## config.mk

```make
export PLATFORM = sky130hd
export DESIGN_NAME = tpi_device_end_flat
export DESIGN_NICKNAME = d
export VERILOG_FILES = /design/src/rtl/tpi_pkg.sv /design/src/rtl/tpi_link_if.sv /design/src/rtl/tpi_edge_det.sv /design/src/rtl/tpi_device_end.sv /design/src/flat_wrapper.sv
export SDC_FILE = /design/constraint.sdc
export NUM_CORES = 1
export LEC_CHECK = 0
export BUFFER_PORTS_ARGS = -buffer_cell sky130_fd_sc_hd__buf_2
export CORE_ASPECT_RATIO = 2
export CORE_MARGIN = 4
export CORE_UTILIZATION = 56
export CTS_CLUSTER_SIZE = 10
export DETAILED_ROUTE_END_ITERATION = 8
export PLACE_DENSITY_LB_ADDON = 0.15
export SYNTH_ARGS = -nofsm -noshare
export SYNTH_HDL_FRONTEND = slang
export SYNTH_SLANG_ARGS = --single-unit
```

## constraint.sdc

```tcl
create_clock -name clk_i -period 4.7 [get_ports clk_i]
set_clock_uncertainty 0.2 [all_clocks]
set_input_delay 1.175 -clock clk_i [delete_from_list [all_inputs] [get_ports clk_i]]
set_output_delay 1.175 -clock clk_i [all_outputs]
set_load 0.05 [all_outputs]
```

## src/rtl/tpi_pkg.sv

```systemverilog
// Shared constants for the touch/proximity interrupt and status block.
// Assumes byte-wide device registers and a 32-bit Wishbone host port.
package tpi_pkg;
  localparam int ADDR_W = 8;
  localparam int DATA_W = 8;
  localparam int AVG_W = 12;
  localparam int WB_AW = 8;
  localparam int WB_DW = 32;

  // Device register offsets
  localparam logic [7:0] A_BOOST = 8'h1f;
  localparam logic [7:0] A_RES_A = 8'h20;
  localparam logic [7:0] A_RES_B = 8'h21;
  localparam logic [7:0] A_MASK = 8'h22;
  localparam logic [7:0] A_SRC = 8'h23;
  localparam logic [7:0] A_STAT = 8'h24;

  // Reset values
  localparam logic [7:0] RST_BOOST = 8'h00;
  localparam logic [7:0] RST_RES_A = 8'h01;
  localparam logic [7:0] RST_RES_B = 8'h00;
  localparam logic [7:0] RST_MASK = 8'h08;
  localparam logic [7:0] RST_SRC = 8'h00;

  // Boost field
  localparam int BOOST_LSB = 3;
  localparam int BOOST_MSB = 5;
  localparam logic [2:0] BOOST_ON = 3'h4;
  localparam logic [2:0] BOOST_OFF = 3'h6;
  localparam logic [2:0] BOOST_LOW_FILL = 3'h4;
  localparam logic [7:0] BOOST_INIT = {2'h0, BOOST_OFF, BOOST_LOW_FILL};
  localparam logic [7:0] RES_A_PROG = 8'h81;

  // Source / mask bit positions
  localparam int B_MOTOR = 7;
  localparam int B_NEAR = 6;
  localparam int B_FAR = 5;
  localparam int B_CALIB = 4;
  localparam int B_STYLUS = 3;
  localparam int B_UP = 2;
  localparam int B_WARN = 1;
  localparam int B_ALARM = 0;

  // Status bit positions
  localparam int S_MOTOR = 7;
  localparam int S_RESET = 6;
  localparam int S_NEAR = 5;
  localparam int S_CALIB = 4;
  localparam int S_BUSY = 3;
  localparam int S_STYLUS = 2;
  localparam int S_WARN = 1;
  localparam int S_ALARM = 0;

  // Live vector order fed to the edge detector
  localparam int L_W = 7;
  localparam int L_MOTOR = 6;
  localparam int L_NEAR = 5;
  localparam int L_CALIB = 4;
  localparam int L_BUSY = 3;
  localparam int L_STYLUS = 2;
  localparam int L_WARN = 1;
  localparam int L_ALARM = 0;

  // Host Wishbone map
  localparam logic [7:0] WB_CMD = 8'h00;
  localparam logic [7:0] WB_STAT = 8'h04;
  localparam int CMD_WE_BIT = 16;
  localparam int ST_BUSY_BIT = 8;
  localparam int ST_IRQ_BIT = 9;
  localparam int ST_INIT_BIT = 10;
  localparam logic [3:0] CMD_SEL = 4'h7;

  typedef enum logic [2:0] {
    H_BOOT0 = 3'b000,
    H_WAIT0 = 3'b001,
    H_BOOT1 = 3'b010,
    H_WAIT1 = 3'b011,
    H_IDLE = 3'b100,
    H_BUSY = 3'b101
  } tpi_hstate_t;
endpackage

```

## src/rtl/tpi_link_if.sv

```systemverilog
// Register link between the host controller and the device end.
// Request held by the host until a one-cycle ack from the device.
`timescale 1ns/100ps
interface tpi_link_if;
  logic req;
  logic we;
  logic [7:0] addr;
  logic [7:0] wdata;
  logic [7:0] rdata;
  logic ack;
  logic irq;

  modport dev (input req, input we, input addr, input wdata,
               output rdata, output ack, output irq);
  modport host (output req, output we, output addr, output wdata,
                input rdata, input ack, input irq);
endinterface

```

## src/rtl/tpi_edge_det.sv

```systemverilog
// Registers a live vector and reports rising and falling edges.
// Assumes the inputs are synchronous to clk_i.
`timescale 1ns/100ps
module tpi_edge_det #(
  parameter int W = 7
) (
  input wire logic clk_i,
  input wire logic rst_i,
  input wire logic [W-1:0] live_i,
  output logic [W-1:0] rise_o,
  output logic [W-1:0] fall_o
);
  logic [W-1:0] prev_r;

  always_ff @(posedge clk_i) begin
    if (rst_i) begin
      prev_r <= '0;
    end else begin
      prev_r <= live_i;
    end
  end

  assign rise_o = live_i & ~prev_r;
  assign fall_o = ~live_i & prev_r;
endmodule

```

## src/rtl/tpi_device_end.sv

```systemverilog
// Device end: interrupt mask, sources, live status and proximity config.
// Assumes all condition inputs are synchronous to clk_i.
//
// Register access over Wishbone was decided locally.
`timescale 1ns/100ps
module tpi_device_end
  import tpi_pkg::*;
#(
  parameter int AW = AVG_W
) (
  input wire logic clk_i,
  input wire logic rst_i,
  tpi_link_if.dev link,
  input wire logic motor_short_live_i,
  input wire logic near_object_raw_i,
  input wire logic [AW-1:0] near_sense_average_i,
  input wire logic calib_pending_live_i,
  input wire logic sampling_busy_live_i,
  input wire logic sampling_is_near_i,
  input wire logic stylus_down_live_i,
  input wire logic heat_warn_live_i,
  input wire logic heat_alarm_live_i,
  input wire logic far_or_done_select_i,
  input wire logic stylus_detect_operation_i,
  input wire logic heat_warn_edge_select_i,
  input wire logic heat_alarm_edge_select_i,
  input wire logic [3:0] side_pin_one_signal_select_i,
  output logic side_pin_o,
  output logic sense_gain_boost_o,
  output logic [7:0] proximity_reserved_a_o,
  output logic [AW-1:0] near_sense_average_o,
  output logic near_object_live_o,
  output logic calib_request_o
);
  function automatic logic hit(input logic [7:0] a, input logic [7:0] ref_a);
    hit = (a == ref_a);
  endfunction

  logic ack_r;
  logic [7:0] rdata_r;
  logic irq_r;
  logic [7:0] boost_r;
  logic [7:0] res_a_r;
  logic [7:0] mask_r;
  logic [7:0] src_r;
  logic reset_flag_r;
  logic near_r;
  logic [AW-1:0] avg_r;
  logic calib_flag_r;
  logic kind_near_r;
  logic side_pin_r;
  logic boost_on_r;
  logic calib_req_r;

  logic take;
  logic wr;
  logic rd;
  logic calib_stat;
  logic [L_W-1:0] live;
  logic [L_W-1:0] rise;
  logic [L_W-1:0] fall;
  logic [7:0] set_v;
  logic [7:0] status;

  // One request per held req; ack drops the cycle after it is given
  assign take = link.req && !ack_r;
  assign wr = take && link.we;
  assign rd = take && !link.we;

  assign calib_stat = calib_pending_live_i | calib_flag_r;

  assign status = {motor_short_live_i,
                   reset_flag_r,
                   near_r,
                   calib_stat,
                   sampling_busy_live_i,
                   stylus_down_live_i,
                   heat_warn_live_i,
                   heat_alarm_live_i};

  assign live = {motor_short_live_i, near_r, calib_stat, sampling_busy_live_i,
                 stylus_down_live_i, heat_warn_live_i, heat_alarm_live_i};

  tpi_edge_det #(.W(L_W)) u_edge (
    .clk_i(clk_i),
    .rst_i(rst_i),
    .live_i(live),
    .rise_o(rise),
    .fall_o(fall)
  );

  always_comb begin
    set_v = '0;
    set_v[B_MOTOR] = rise[L_MOTOR];
    set_v[B_NEAR] = rise[L_NEAR];
    set_v[B_FAR] = far_or_done_select_i ? (fall[L_BUSY] && kind_near_r)
                                        : fall[L_NEAR];
    set_v[B_CALIB] = fall[L_CALIB];
    set_v[B_STYLUS] = stylus_detect_operation_i ? rise[L_STYLUS]
                                                : (fall[L_BUSY] && !kind_near_r);
    set_v[B_UP] = fall[L_STYLUS];
    set_v[B_WARN] = heat_warn_edge_select_i ? rise[L_WARN] : fall[L_WARN];
    set_v[B_ALARM] = heat_alarm_edge_select_i ? rise[L_ALARM] : fall[L_ALARM];
  end

  // Remembers which kind of conversion was last running
  always_ff @(posedge clk_i) begin
    if (rst_i) begin
      kind_near_r <= 1'b0;
    end else if (sampling_busy_live_i) begin
      kind_near_r <= sampling_is_near_i;
    end
  end

  // No haptics input: proximity tracking is never paused by the motor
  always_ff @(posedge clk_i) begin
    if (rst_i) begin
      near_r <= 1'b0;
      avg_r <= '0;
    end else if (!stylus_down_live_i) begin
      near_r <= near_object_raw_i;
      avg_r <= near_sense_average_i;
    end
  end

  always_ff @(posedge clk_i) begin
    if (rst_i) begin
      ack_r <= 1'b0;
      rdata_r <= 8'h00;
    end else begin
      ack_r <= take;
      if (rd) begin
        case (link.addr)
          A_BOOST: rdata_r <= boost_r;
          A_RES_A: rdata_r <= res_a_r;
          A_RES_B: rdata_r <= RST_RES_B;
          A_MASK: rdata_r <= mask_r;
          A_SRC: rdata_r <= src_r;
          A_STAT: rdata_r <= status;
          default: rdata_r <= 8'h00;
        endcase
      end
    end
  end

  // Reserved register B is not writable and always reads its reset value
  always_ff @(posedge clk_i) begin
    if (rst_i) begin
      boost_r <= RST_BOOST;
      res_a_r <= RST_RES_A;
      mask_r <= RST_MASK;
    end else if (wr) begin
      if (hit(link.addr, A_BOOST)) begin
        boost_r <= link.wdata;
      end
      if (hit(link.addr, A_RES_A)) begin
        res_a_r <= link.wdata;
      end
      if (hit(link.addr, A_MASK)) begin
        mask_r <= link.wdata;
      end
    end
  end

  // A new edge in the read cycle survives the clear
  always_ff @(posedge clk_i) begin
    if (rst_i) begin
      src_r <= RST_SRC;
    end else if (rd && hit(link.addr, A_SRC)) begin
      src_r <= set_v;
    end else begin
      src_r <= src_r | set_v;
    end
  end

  always_ff @(posedge clk_i) begin
    if (rst_i) begin
      reset_flag_r <= 1'b1;
    end else if (rd && hit(link.addr, A_STAT)) begin
      reset_flag_r <= 1'b0;
    end
  end

  // Flag bridges the gap until the front end reports the request pending
  always_ff @(posedge clk_i) begin
    if (rst_i) begin
      calib_flag_r <= 1'b0;
      calib_req_r <= 1'b0;
    end else begin
      calib_req_r <= wr && hit(link.addr, A_STAT) && link.wdata[S_CALIB];
      if (wr && hit(link.addr, A_STAT) && link.wdata[S_CALIB]) begin
        calib_flag_r <= 1'b1;
      end else if (calib_pending_live_i) begin
        calib_flag_r <= 1'b0;
      end
    end
  end

  always_ff @(posedge clk_i) begin
    if (rst_i) begin
      irq_r <= 1'b0;
      side_pin_r <= 1'b0;
      boost_on_r <= 1'b0;
    end else begin
      irq_r <= |(src_r & mask_r);
      side_pin_r <= side_pin_one_signal_select_i[3]
                    ? status[side_pin_one_signal_select_i[2:0]]
                    : src_r[side_pin_one_signal_select_i[2:0]];
      boost_on_r <= (boost_r[BOOST_MSB:BOOST_LSB] == BOOST_ON);
    end
  end

  assign link.ack = ack_r;
  assign link.rdata = rdata_r;
  assign link.irq = irq_r;
  assign side_pin_o = side_pin_r;
  assign sense_gain_boost_o = boost_on_r;
  assign proximity_reserved_a_o = res_a_r;
  assign near_sense_average_o = avg_r;
  assign near_object_live_o = near_r;
  assign calib_request_o = calib_req_r;
endmodule

```

## src/flat_wrapper.sv

```systemverilog
// flat-port wrapper written by rule: the top's interface ports become plain ports
module tpi_device_end_flat import tpi_pkg::*;
#(
  parameter int AW = AVG_W
)
  (clk_i, rst_i, motor_short_live_i, near_object_raw_i, near_sense_average_i, calib_pending_live_i, sampling_busy_live_i, sampling_is_near_i, stylus_down_live_i, heat_warn_live_i, heat_alarm_live_i, far_or_done_select_i, stylus_detect_operation_i, heat_warn_edge_select_i, heat_alarm_edge_select_i, side_pin_one_signal_select_i, side_pin_o, sense_gain_boost_o, proximity_reserved_a_o, near_sense_average_o, near_object_live_o, calib_request_o, link_req, link_we, link_addr, link_wdata, link_rdata, link_ack, link_irq);
  tpi_link_if link_i ();
  input wire logic clk_i;
  input wire logic rst_i;
  input wire logic motor_short_live_i;
  input wire logic near_object_raw_i;
  input wire logic [AW-1:0] near_sense_average_i;
  input wire logic calib_pending_live_i;
  input wire logic sampling_busy_live_i;
  input wire logic sampling_is_near_i;
  input wire logic stylus_down_live_i;
  input wire logic heat_warn_live_i;
  input wire logic heat_alarm_live_i;
  input wire logic far_or_done_select_i;
  input wire logic stylus_detect_operation_i;
  input wire logic heat_warn_edge_select_i;
  input wire logic heat_alarm_edge_select_i;
  input wire logic [3:0] side_pin_one_signal_select_i;
  output logic side_pin_o;
  output logic sense_gain_boost_o;
  output logic [7:0] proximity_reserved_a_o;
  output logic [AW-1:0] near_sense_average_o;
  output logic near_object_live_o;
  output logic calib_request_o;
  input wire logic [$bits(link_i.req)-1:0] link_req;
  input wire logic [$bits(link_i.we)-1:0] link_we;
  input wire logic [$bits(link_i.addr)-1:0] link_addr;
  input wire logic [$bits(link_i.wdata)-1:0] link_wdata;
  output wire logic [$bits(link_i.rdata)-1:0] link_rdata;
  output wire logic [$bits(link_i.ack)-1:0] link_ack;
  output wire logic [$bits(link_i.irq)-1:0] link_irq;
  assign link_i.req = link_req;
  assign link_i.we = link_we;
  assign link_i.addr = link_addr;
  assign link_i.wdata = link_wdata;
  assign link_rdata = link_i.rdata;
  assign link_ack = link_i.ack;
  assign link_irq = link_i.irq;
  tpi_device_end #(.AW(AW)) u_core (.clk_i(clk_i), .rst_i(rst_i), .link(link_i), .motor_short_live_i(motor_short_live_i), .near_object_raw_i(near_object_raw_i), .near_sense_average_i(near_sense_average_i), .calib_pending_live_i(calib_pending_live_i), .sampling_busy_live_i(sampling_busy_live_i), .sampling_is_near_i(sampling_is_near_i), .stylus_down_live_i(stylus_down_live_i), .heat_warn_live_i(heat_warn_live_i), .heat_alarm_live_i(heat_alarm_live_i), .far_or_done_select_i(far_or_done_select_i), .stylus_detect_operation_i(stylus_detect_operation_i), .heat_warn_edge_select_i(heat_warn_edge_select_i), .heat_alarm_edge_select_i(heat_alarm_edge_select_i), .side_pin_one_signal_select_i(side_pin_one_signal_select_i), .side_pin_o(side_pin_o), .sense_gain_boost_o(sense_gain_boost_o), .proximity_reserved_a_o(proximity_reserved_a_o), .near_sense_average_o(near_sense_average_o), .near_object_live_o(near_object_live_o), .calib_request_o(calib_request_o));
endmodule
```

==> results.py, run 1 <==
metrics = {
    "outcome": {
        "outcome": "finished, final reports clean",
    },
    "die": {
        "dieWidth_um": 59.40,
        "initial_core_util_pct": 57.58,
        "core_um2": 5139,
        "std_cell_rows": 37,
        "dieArea_um2": 6582,
        "io_pins": 82,
        "die_h_um": 110.8,
    },
    "yosys": {
        "synth_fp_nets": 355,
        "synth_area_um2": 2959,
        "synth_top_area_cell": "dfxtp_1",
        "yosysWarnings": 0,
        "syn_avg_cell_area_um2": 9.639,
        "ys_async_sr_fraction_pct": 0,
        "synth_cell_types": 45,
        "yosysSeqAreaShare_pct": 46.00,
        "synthCells": 307,
        "synth_edf_count": 0,
        "synth.top_cells.by_area": "dfxtp_1 46%, mux2i_1 15%, nor2_1 7.7%, mux4_2 3.0%, nor2b_1 2.3%",
        "synth-seq-cells": 68,
        "synth_top_cell_area_share_pct": 46.00,
        "synth-main-ff-cell": "dfxtp_1",
    },
    "placed_design": {
        "pre_cts_ws_ns": 1.494,
        "dp.final_hpwl_mm": 5.718,
        "portBuffers": 81,
        "gp_congestion": 0.8819,
    },
    "critical_path": {
        "reg2reg_to": "u_core.src_r[0]$_SDFF_PP0_",
        "critPathArrivalTime_ns": 2.85,
        "ff2ff_path_depth": 5,
        "critPathLaunch": "link_addr[0]",
        "rrSetupSlack_ns": 2.74,
        "critPathMaxFanout": 12,
        "worstSetupPathType": "in -> reg",
        "crit_path_start_kind": "primary input",
        "reg2reg_from": "u_core.link.ack$_SDFF_PP0_",
        "endpoint_kind": "register",
        "required_ns": 4.69,
    },
    "timing": {
        "fmax_mhz": 350.0,
        "worst_pin_slew_ns": 0.8741,
        "timing.final.ws_setup_ns": 1.843,
        "timing.hold.ws_ns": 0.2577,
        "setup_viol": 0,
        "hold_violations": 0,
        "period_needed_ns": 2.857,
        "rsz0062_at_grt": "no",
        "fin_setup_tns_ns": 0,
        "maxSlewHeadroom_pct": 41.73,
        "report.final.slew_viol_count": 0,
        "period_share_pct": 60.78,
    },
    "power": {
        "sw_frac_of_total_pct": 25.49,
        "seq_power_share_pct": 49.4,
        "power_leakage_nw": 1.594,
        "p_comb_share_pct": 12.4,
        "p_clk_share_pct": 38.2,
        "ir_worst_vdd_mv": 0.3312,
        "total_power_mw": 1.230,
        "power.density_nw_per_um2": 342.1,
        "p_int_uw": 916.8,
        "p_switching_uw": 313.6,
    },
    "hold_path": {
        "hold_class": "reg -> reg",
        "hold_depth": 1,
        "hp-start": "u_core.boost_r[3]$_SDFFE_PP0P_",
        "hold_end": "u_core.sense_gain_boost_o$_SDFF_PP0_",
    },
    "clock_tree": {
        "htree_num_levels": 3,
        "cts_root_buf": "clkbuf_8",
        "clock-sinks": 68,
        "worstSkewPairLatency_ns": 0.34,
        "path_clk_slew_ns": 0.07,
        "cts_tree": "built",
        "post_cts_buffers": 0,
        "clock_path_buffers": 2,
        "ctsResizeCount": 0,
        "hold_buffers": 0,
        "cts-buffers-inserted": 9,
    },
    "layout": {
        "fillers": 436,
        "finalNetCount": 436,
        "drive_gt1_share_pct": 28.13,
        "diodes": 0,
        "finalCoreUtilization_pct": 70.00,
        "mostFrequentLayoutCell": "buf_2",
        "areaGrowthSynthToFinish_pct": 21.56,
        "final_cell_mix": "81 x buf_2, 68 x dfxtp_1, 61 x nor2_1, 45 x mux2i_1, 12 x nand2_1",
    },
    "grt": {
        "grt_max_degree": 49,
        "grt_pass1_wl_mm": 12.20,
        "gr-total-overflow": 0,
        "grt_pass1_vias": 2621,
        "antenna_found_initial": 0,
        "track_usage_pct": 24.49,
    },
    "flow_run": {
        "cap_violations": 0,
    },
    "drt": {
        "wire_per_inst_um": 16.96,
        "via_per_inst": 5.813,
        "vias": 2610,
        "post-route-drc-count": 0,
        "postRouteAntennaNets": 0,
        "drt_first_pass_iters": 6,
        "wirelength_mm": 7.613,
        "drt_iter0_drc": 118,
    },
}
==> final cells by class <==
cell class / instances / area (um2) / area share (%)
multi-input combinational: 219 / 1523 / 42.33
sequential: 68 / 1361 / 37.84
timing repair buffer: 84 / 427.9 / 11.90
clock buffer: 12 / 155.1 / 4.313
tap: 58 / 72.57 / 2.017
clock inverter: 2 / 35.03 / 0.9739
inverter: 6 / 22.52 / 0.6261
==> synth_stat cells (all sizes together) (3+ instances only) <==
cell and n:
nand2b 5, nor2b 11, dfxtp 68, a22oi 5, mux2i 45, clkbuf 12, nor3 5, o22ai 6
nor2 61, nand2 12, inv 6, or3b 3, a21oi 6, nand4 4, nor4 3, a31oi 8
o21ai 7, a221oi 6, mux4 4
==> power by group through the flow <==
stage                     sequential, mW  combinational (mW)  clock [mW]
after floorplan                    0.654              0.0650           0
after global placement             0.620               0.150           0
after detailed placement           0.620               0.153           0
after CTS                          0.608               0.153       0.481
after global routing               0.609               0.165       0.505
final                              0.608               0.152       0.470
==> cell families (layout without fill, tap and decap cells) <==
logic type             Yosys count  after routing  share of synthesized area [%]
AOI/OAI and AO/OA               50             50                          11.67
buffers and inverters           20            104                          2.706
DFF                             68             68                          46.00
muxes                           49             49                          18.27
and+or+nand+nor                120            120                          21.35
==> routing by layer <==
metal | GRT usage [%] | routed length, um | up-vias | share of wire (%)
met1 | 24.54 | 2671 | 1208 | 35
met5 | 0 | 0 | - | 0
li1 | - | - | 1274 | -
met4 | 14.83 | 333 | 0 | 4.4
met2 | 41.93 | 4116 | 101 | 54
met3 | 7.226 | 492 | 27 | 6.5
==> how the worst max path moves through the flow <==
stage / to / slack (ns) / depth (start not counted)
final: u_core.mask_r[2]$_SDFFE_PP0P_ / 1.84 / 5
after global routing: u_core.src_r[0]$_SDFF_PP0_ / 1.55 / 5
after CTS: u_core.mask_r[2]$_SDFFE_PP0P_ / 1.84 / 5
after detailed placement: u_core.src_r[0]$_SDFF_PP0_ / 1.49 / 5
after global placement: u_core.mask_r[6]$_SDFFE_PP0P_ / 1.51 / 5
after floorplan: u_core.mask_r[0]$_SDFFE_PP0P_ / 1.94 / 4
==> per-stage QoR <==
step	instance area, um2	cells
6_report	3597	449
5_1_grt	3597	449
4_1_cts	3597	449
3_5_place_dp	3407	435
3_3_place_gp	3407	435
2_1_floorplan	2959	307
==> state kept, by name, indices dropped and copies added, names as in the netlist <==
signal                         count
u_core.link.irq                    1
u_core.proximity_reserved_a_o      8
u_core.side_pin_o                  1
u_core.boost_r                     8
u_core.link.rdata                  8
u_core.near_object_live_o          1
u_core.link.ack                    1
u_core.kind_near_r                 1
u_core.calib_request_o             1
u_core.near_sense_average_o       12
u_core.src_r                       8
u_core.calib_flag_r                1
u_core.mask_r                      8
u_core.u_edge.prev_r               7
u_core.sense_gain_boost_o          1
u_core.reset_flag_r                1
==> critical path, stage by stage <==
cell and delay, ns:
buf_2 0.18, or3_4 0.44, nor4_4 0.71, mux2i_1 0.28, nor2_1 0.06
(Power assumes the default switching activity.)
==> run 2: changes to the inputs <==
--- a/config.mk
+++ b/config.mk
@@ -8,7 +8,7 @@
 export BUFFER_PORTS_ARGS = -buffer_cell sky130_fd_sc_hd__buf_2
 export CORE_ASPECT_RATIO = 2
 export CORE_MARGIN = 4
-export CORE_UTILIZATION = 56
+export CORE_UTILIZATION = 52
 export CTS_CLUSTER_SIZE = 10
 export DETAILED_ROUTE_END_ITERATION = 8
 export PLACE_DENSITY_LB_ADDON = 0.15
==> constraint.sdc (replaced) <==
create_clock -name clk_i -period 2.9 [get_ports clk_i]
set_clock_uncertainty 0.2 [all_clocks]
set_input_delay 0.725 -clock clk_i [delete_from_list [all_inputs] [get_ports clk_i]]
set_output_delay 0.725 -clock clk_i [all_outputs]
set_load 0.05 [all_outputs]
==> results.py, run 2 (synthesized netlist as in run 1, its figures left out) <==
metrics = {
    "timing": {
        "period_share_pct": 76.04,
        "timing.final.ws_setup_ns": 0.6949,
        "fin_setup_tns_ns": 0,
        "fmax_mhz": 453.5,
        "maxSlewHeadroom_pct": 55.10,
        "hold_violations": 0,
        "rsz0062_at_grt": "no",
        "worst_pin_slew_ns": 0.6735,
        "setup_viol": 0,
        "period_needed_ns": 2.205,
        "report.final.slew_viol_count": 0,
    },
    "clock_tree": {
        "hold_buffers": 0,
        "ctsResizeCount": 0,
        "clock_path_buffers": 2,
        "cts_root_buf": "clkbuf_8",
        "path_clk_slew_ns": 0.07,
        "cts_tree": "built",
        "post_cts_buffers": 0,
        "clock-sinks": 68,
        "htree_num_levels": 3,
        "cts-buffers-inserted": 9,
        "worstSkewPairLatency_ns": 0.34,
    },
    "layout": {
        "largest_reg_flops": 12,
        "drive_gt1_share_pct": 29.93,
        "fillers": 467,
        "final_cell_mix": "81 x buf_2, 68 x dfxtp_1, 61 x nor2_1, 45 x mux2i_1, 12 x nand2_1",
        "finalNetCount": 444,
        "areaGrowthSynthToFinish_pct": 24.10,
        "mostFrequentLayoutCell": "buf_2",
        "diodes": 0,
    },
    "critical_path": {
        "rrSetupSlack_ns": 1.17,
        "worst_path_largest_cell_delay_ns": 0.51,
        "cp.depth": 6,
        "crit_path_start_kind": "primary input",
        "crit_slowest_cell": "nor4_1",
        "reg2reg_from": "u_core.link.ack$_SDFF_PP0_",
        "endpoint_kind": "register",
        "cpMostUsedCell": "nand2_1",
        "ff2ff_path_depth": 5,
        "critPathMaxFanout": 12,
        "critPathArrivalTime_ns": 2.25,
        "cpLargestDelayFamily": "simple AND/OR/NAND/NOR gates",
        "required_ns": 2.95,
        "worstSetupPathType": "in -> reg",
        "path_buf_inv": 2,
        "crit_chain": "buf_2 -> nand2_1 -> nor4_1 -> buf_4 -> nand2_1 -> a311oi_1",
        "reg2reg_to": "u_core.boost_r[2]$_SDFFE_PP0P_",
    },
    "drt": {
        "vias": 2609,
        "drt_first_pass_iters": 4,
        "wire_per_inst_um": 16.52,
        "postRouteAntennaNets": 0,
        "wirelength_mm": 7.616,
        "post-route-drc-count": 0,
        "drt_iter0_drc": 104,
        "via_per_inst": 5.659,
    },
    "placed_design": {
        "portBuffers": 81,
        "dp.final_hpwl_mm": 5.951,
        "pre_cts_ws_ns": 0.4157,
        "gp_congestion": 0.8247,
    },
    "die": {
        "initial_core_util_pct": 54.12,
        "std_cell_rows": 38,
        "core_um2": 5468,
        "dieArea_um2": 7034,
        "dieWidth_um": 61.34,
        "io_pins": 82,
        "die_h_um": 114.7,
    },
    "hold_path": {
        "hp-start": "u_core.boost_r[4]$_SDFFE_PP0P_",
        "hold_class": "reg -> reg",
        "hold_end": "u_core.sense_gain_boost_o$_SDFF_PP0_",
        "hold_depth": 1,
    },
    "grt": {
        "grt_pass1_vias": 2659,
        "grt_pass1_wl_mm": 12.47,
        "gr-total-overflow": 0,
        "antenna_found_initial": 0,
        "track_usage_pct": 24.02,
        "grt_max_degree": 37,
    },
    "flow_run": {
        "cap_violations": 0,
    },
    "power": {
        "ir_worst_vdd_mv": 0.5253,
        "total_power_mw": 2.026,
        "power_leakage_nw": 1.636,
        "power.density_nw_per_um2": 551.8,
    },
    "outcome": {
        "outcome": "finished, final reports clean",
    },
}
run 2: stage by stage:
step / std cells / area (um2) / hold slack [ns] / utilization, %
2_1_floorplan: 307 / 2959 / 0.2222 / -
3_3_place_gp: 445 / 3470 / 0.2476 / 63.46
3_5_place_dp: 445 / 3470 / 0.2639 / 63.46
4_1_cts: 461 / 3672 / 0.2718 / 67.16
5_1_grt: 461 / 3672 / 0.3037 / 67.16
6_report: 461 / 3672 / 0.2681 / 67.16
run 2: worst register-to-register path, delay by kind of cell (launching register included):
family                 cells  cell delay (ns)
AND/OR/NAND/NOR            3             0.59
flip-flops                 1             0.35
buffers and inverters      1             0.24
multiplexers               1             0.23
run 2: power by group:
group	leakage, nW	switching (mW)	internal [mW]	total (mW)
Sequential	0.555	0.0202	0.964	0.984
Clock	0.102	0.349	0.441	0.791
Combinational	0.979	0.161	0.0903	0.251
run 2: how the worst max path moves through the flow:
stage	start	to	slack (ns)
global route	link_addr[0]	u_core.mask_r[5]$_SDFFE_PP0P_	0.67
finish	link_addr[0]	u_core.link.rdata[4]$_SDFFE_PP0N_	0.69
floorplan	link_addr[3]	u_core.mask_r[0]$_SDFFE_PP0P_	0.59
detailed placement	link_addr[0]	u_core.link.rdata[3]$_SDFFE_PP0N_	0.42
CTS	link_addr[0]	u_core.link.rdata[4]$_SDFFE_PP0N_	0.76
global placement	link_addr[0]	u_core.mask_r[5]$_SDFFE_PP0P_	0.48
run 2: area by class of cell:
class                   count  area, um2  area share (%)
inverters                   6      22.52          0.6133
repair buffers             92      488.0           13.29
clock inverters             4      47.55           1.295
flip-flops and latches     68       1361           37.07
well taps                  60      75.07           2.044
multi-input cells         219       1523           41.47
clock buffers              12      155.1           4.225
run 2: metal layers:
metal / track usage (%) / up-vias / part of all wire [%]
li1: - / 1288 / -
met1: 26.49 / 1219 / 38
met2: 40.95 / 82 / 54
met3: 6.321 / 20 / 5.0
met4: 11.47 / 0 / 3.0
met5: 0 / - / 0
==> run 3: changes to the inputs <==
--- a/config.mk
+++ b/config.mk
@@ -5,6 +5,7 @@
 export SDC_FILE = /design/constraint.sdc
 export NUM_CORES = 1
 export LEC_CHECK = 0
+export ABC_AREA = 1
 export BUFFER_PORTS_ARGS = -buffer_cell sky130_fd_sc_hd__buf_2
 export CORE_ASPECT_RATIO = 2
 export CORE_MARGIN = 4
==> constraint.sdc (replaced) <==
create_clock -name clk_i -period 2.2 [get_ports clk_i]
set_clock_uncertainty 0.2 [all_clocks]
set_input_delay 0.55 -clock clk_i [delete_from_list [all_inputs] [get_ports clk_i]]
set_output_delay 0.55 -clock clk_i [all_outputs]
set_load 0.05 [all_outputs]
==> results.py, run 3 <==
metrics = {
    "grt": {
        "gr-total-overflow": 0,
        "grt_pass1_vias": 2944,
        "grt_pass1_wl_mm": 13.63,
        "grt_max_degree": 44,
        "antenna_found_initial": 0,
        "track_usage_pct": 24.29,
    },
    "die": {
        "dieWidth_um": 62.65,
        "initial_core_util_pct": 53.93,
        "dieArea_um2": 7348,
        "io_pins": 82,
        "core_um2": 5758,
        "std_cell_rows": 39,
        "die_h_um": 117.3,
    },
    "yosys": {
        "synth_edf_count": 0,
        "synth-seq-cells": 68,
        "synthCells": 432,
        "synth_fp_nets": 480,
        "synth_cell_types": 25,
        "ys_async_sr_fraction_pct": 0,
        "synth_top_cell_area_share_pct": 43.84,
        "synth.top_cells.by_area": "dfxtp_1 44%, nand3_1 11%, nor2_1 11%, nand2_1 6.9%, o21ai_0 6.8%",
        "netlist_top_cells_count": "88 x nor2_1, 68 x dfxtp_1, 68 x nand3_1, 57 x nand2_1, 42 x o21ai_0",
        "yosysSeqAreaShare_pct": 43.84,
        "synth_most_common_cell": "nor2_1",
        "yosysWarnings": 0,
        "synth_top_area_cell": "dfxtp_1",
        "synth-main-ff-cell": "dfxtp_1",
        "synth_area_um2": 3105,
        "syn_avg_cell_area_um2": 7.189,
    },
    "power": {
        "p_clk_share_pct": 48.1,
        "seq_power_share_pct": 40.1,
        "ir_worst_vdd_mv": 0.6956,
        "power_leakage_nw": 1.862,
        "p_comb_share_pct": 11.8,
        "power.density_nw_per_um2": 837.6,
        "sw_frac_of_total_pct": 24.93,
        "p_int_mw": 2.452,
        "p_switching_uw": 814.3,
    },
    "drt": {
        "wirelength_mm": 8.529,
        "postRouteAntennaNets": 0,
        "drt_first_pass_iters": 4,
        "via_per_inst": 5.318,
        "wire_per_inst_um": 14.58,
        "vias": 3111,
        "post-route-drc-count": 0,
        "drt_iter0_drc": 241,
    },
    "timing": {
        "report.final.slew_viol_count": 0,
        "maxSlewHeadroom_pct": 74.79,
        "rsz0062_at_grt": "no",
        "period_share_pct": 83.26,
        "timing.hold.ws_ns": 0.2406,
        "fmax_mhz": 545.9,
        "setup_viol": 0,
        "period_needed_ns": 1.832,
        "hold_violations": 0,
        "worst_pin_slew_ns": 0.3781,
        "fin_setup_tns_ns": 0,
    },
    "critical_path": {
        "rrSetupSlack_ns": 0.67,
        "worst_path_largest_cell_delay_ns": 0.44,
        "crit_chain": "buf_2",
        "critPathArrivalTime_ns": 1.08,
        "ff2ff_path_depth": 7,
        "reg2reg_to": "u_core.mask_r[1]$_SDFFE_PP0P_",
        "required_ns": 1.45,
        "path_buf_inv": 1,
        "cp.depth": 1,
        "critPathMaxFanout": 6,
        "crit_slowest_cell": "dfxtp_1",
        "reg2reg_from": "u_core.link.ack$_SDFF_PP0_",
        "worstSetupPathType": "reg -> out",
        "cpLargestDelayFamily": "flip-flops",
        "endpoint_kind": "output pin",
        "crit_path_start_kind": "register",
    },
    "layout": {
        "largest_reg_flops": 12,
        "fillers": 526,
        "mostFrequentLayoutCell": "nor2_1",
        "final_cell_mix": "88 x nor2_1, 81 x buf_2, 68 x nand3_1, 68 x dfxtp_1, 57 x nand2_1",
        "diodes": 0,
        "drive_gt1_share_pct": 23.66,
        "areaGrowthSynthToFinish_pct": 25.58,
        "postLayoutCellArea_um2": 3900,
        "finalNetCount": 567,
    },
    "clock_tree": {
        "worstSkewPairLatency_ns": 0.33,
        "cts-buffers-inserted": 9,
        "ctsResizeCount": 0,
        "clock_path_buffers": 2,
        "post_cts_buffers": 0,
        "path_clk_slew_ns": 0.05,
        "clock-sinks": 68,
        "cts_root_buf": "clkbuf_16",
        "cts_tree": "built",
        "hold_buffers": 0,
        "htree_num_levels": 3,
    },
    "placed_design": {
        "dpl_cell_area_um2": 3571,
        "dp.final_hpwl_mm": 6.498,
        "portBuffers": 81,
        "gp_congestion": 0.9818,
    },
    "hold_path": {
        "hold_end": "u_core.calib_flag_r$_SDFFE_PP0P_",
        "hold_class": "in -> reg",
        "hold_depth": 2,
        "hp-start": "calib_pending_live_i",
    },
    "outcome": {
        "outcome": "finished, final reports clean",
    },
    "flow_run": {
        "cap_violations": 0,
    },
}
-- run 3: stage by stage --
stage | std cells | total power [mW] | setup WS, ns | utilization, %
floorplan | 432 | 1.592 | 0.4922 | -
global placement | 569 | 1.713 | 0.2946 | 62.02
detailed placement | 569 | 1.719 | 0.2162 | 62.02
CTS | 585 | 3.292 | 0.3586 | 67.73
global route | 585 | 3.390 | 0.3229 | 67.73
finish | 585 | 3.266 | 0.3683 | 67.73
-- run 3: cell families (layout without fill, tap and decap cells) --
group / Yosys count / in the layout / synth area share (%)
flops: 68 / 68 / 43.84
compound gates: 71 / 71 / 12.01
simple gates: 239 / 239 / 36.46
buf+inv: 54 / 146 / 7.695
-- run 3: area by class of cell --
class,count,area (um2),share of cell area [%]
timing repair buffer,91,480.5,12.32
multi-input combinational,310,1505,38.59
sequential,68,1361,34.91
tap,61,76.32,1.957
clock buffer,13,260.3,6.673
clock inverter,3,68.82,1.765
inverter,39,147.6,3.786
-- run 3: layer usage --
layer	share of wire [%]	global-route usage [%]	vias up
met5	0	0	-
met3	4.5	4.011	26
met2	55	46.86	98
li1	-	-	1591
met1	36	23.18	1396
met4	4.7	16.81	0
-- run 3: worst max-delay path by stage --
stage / startpoint / endpoint / slack (ns)
final: u_core.near_object_live_o$_SDFFE_PP0N_ / near_object_live_o / 0.37
after detailed placement: link_addr[3] / u_core.mask_r[1]$_SDFFE_PP0P_ / 0.22
after global placement: link_addr[3] / u_core.mask_r[1]$_SDFFE_PP0P_ / 0.29
after floorplan: u_core.link.ack$_SDFF_PP0_ / u_core.proximity_reserved_a_o[1]$_SDFFE_PP0P_ / 0.49
after CTS: u_core.near_object_live_o$_SDFFE_PP0N_ / near_object_live_o / 0.36
after global routing: u_core.near_object_live_o$_SDFFE_PP0N_ / near_object_live_o / 0.32
-- run 3: power groups by stage --
stage          clock, mW  sequential [mW]  combinational, mW
5_1_grt             1.65             1.31              0.420
6_report            1.57             1.31              0.384
3_5_place_dp           0             1.34              0.384
2_1_floorplan          0             1.43              0.161
3_3_place_gp           0             1.33              0.379
4_1_cts             1.60             1.31              0.386
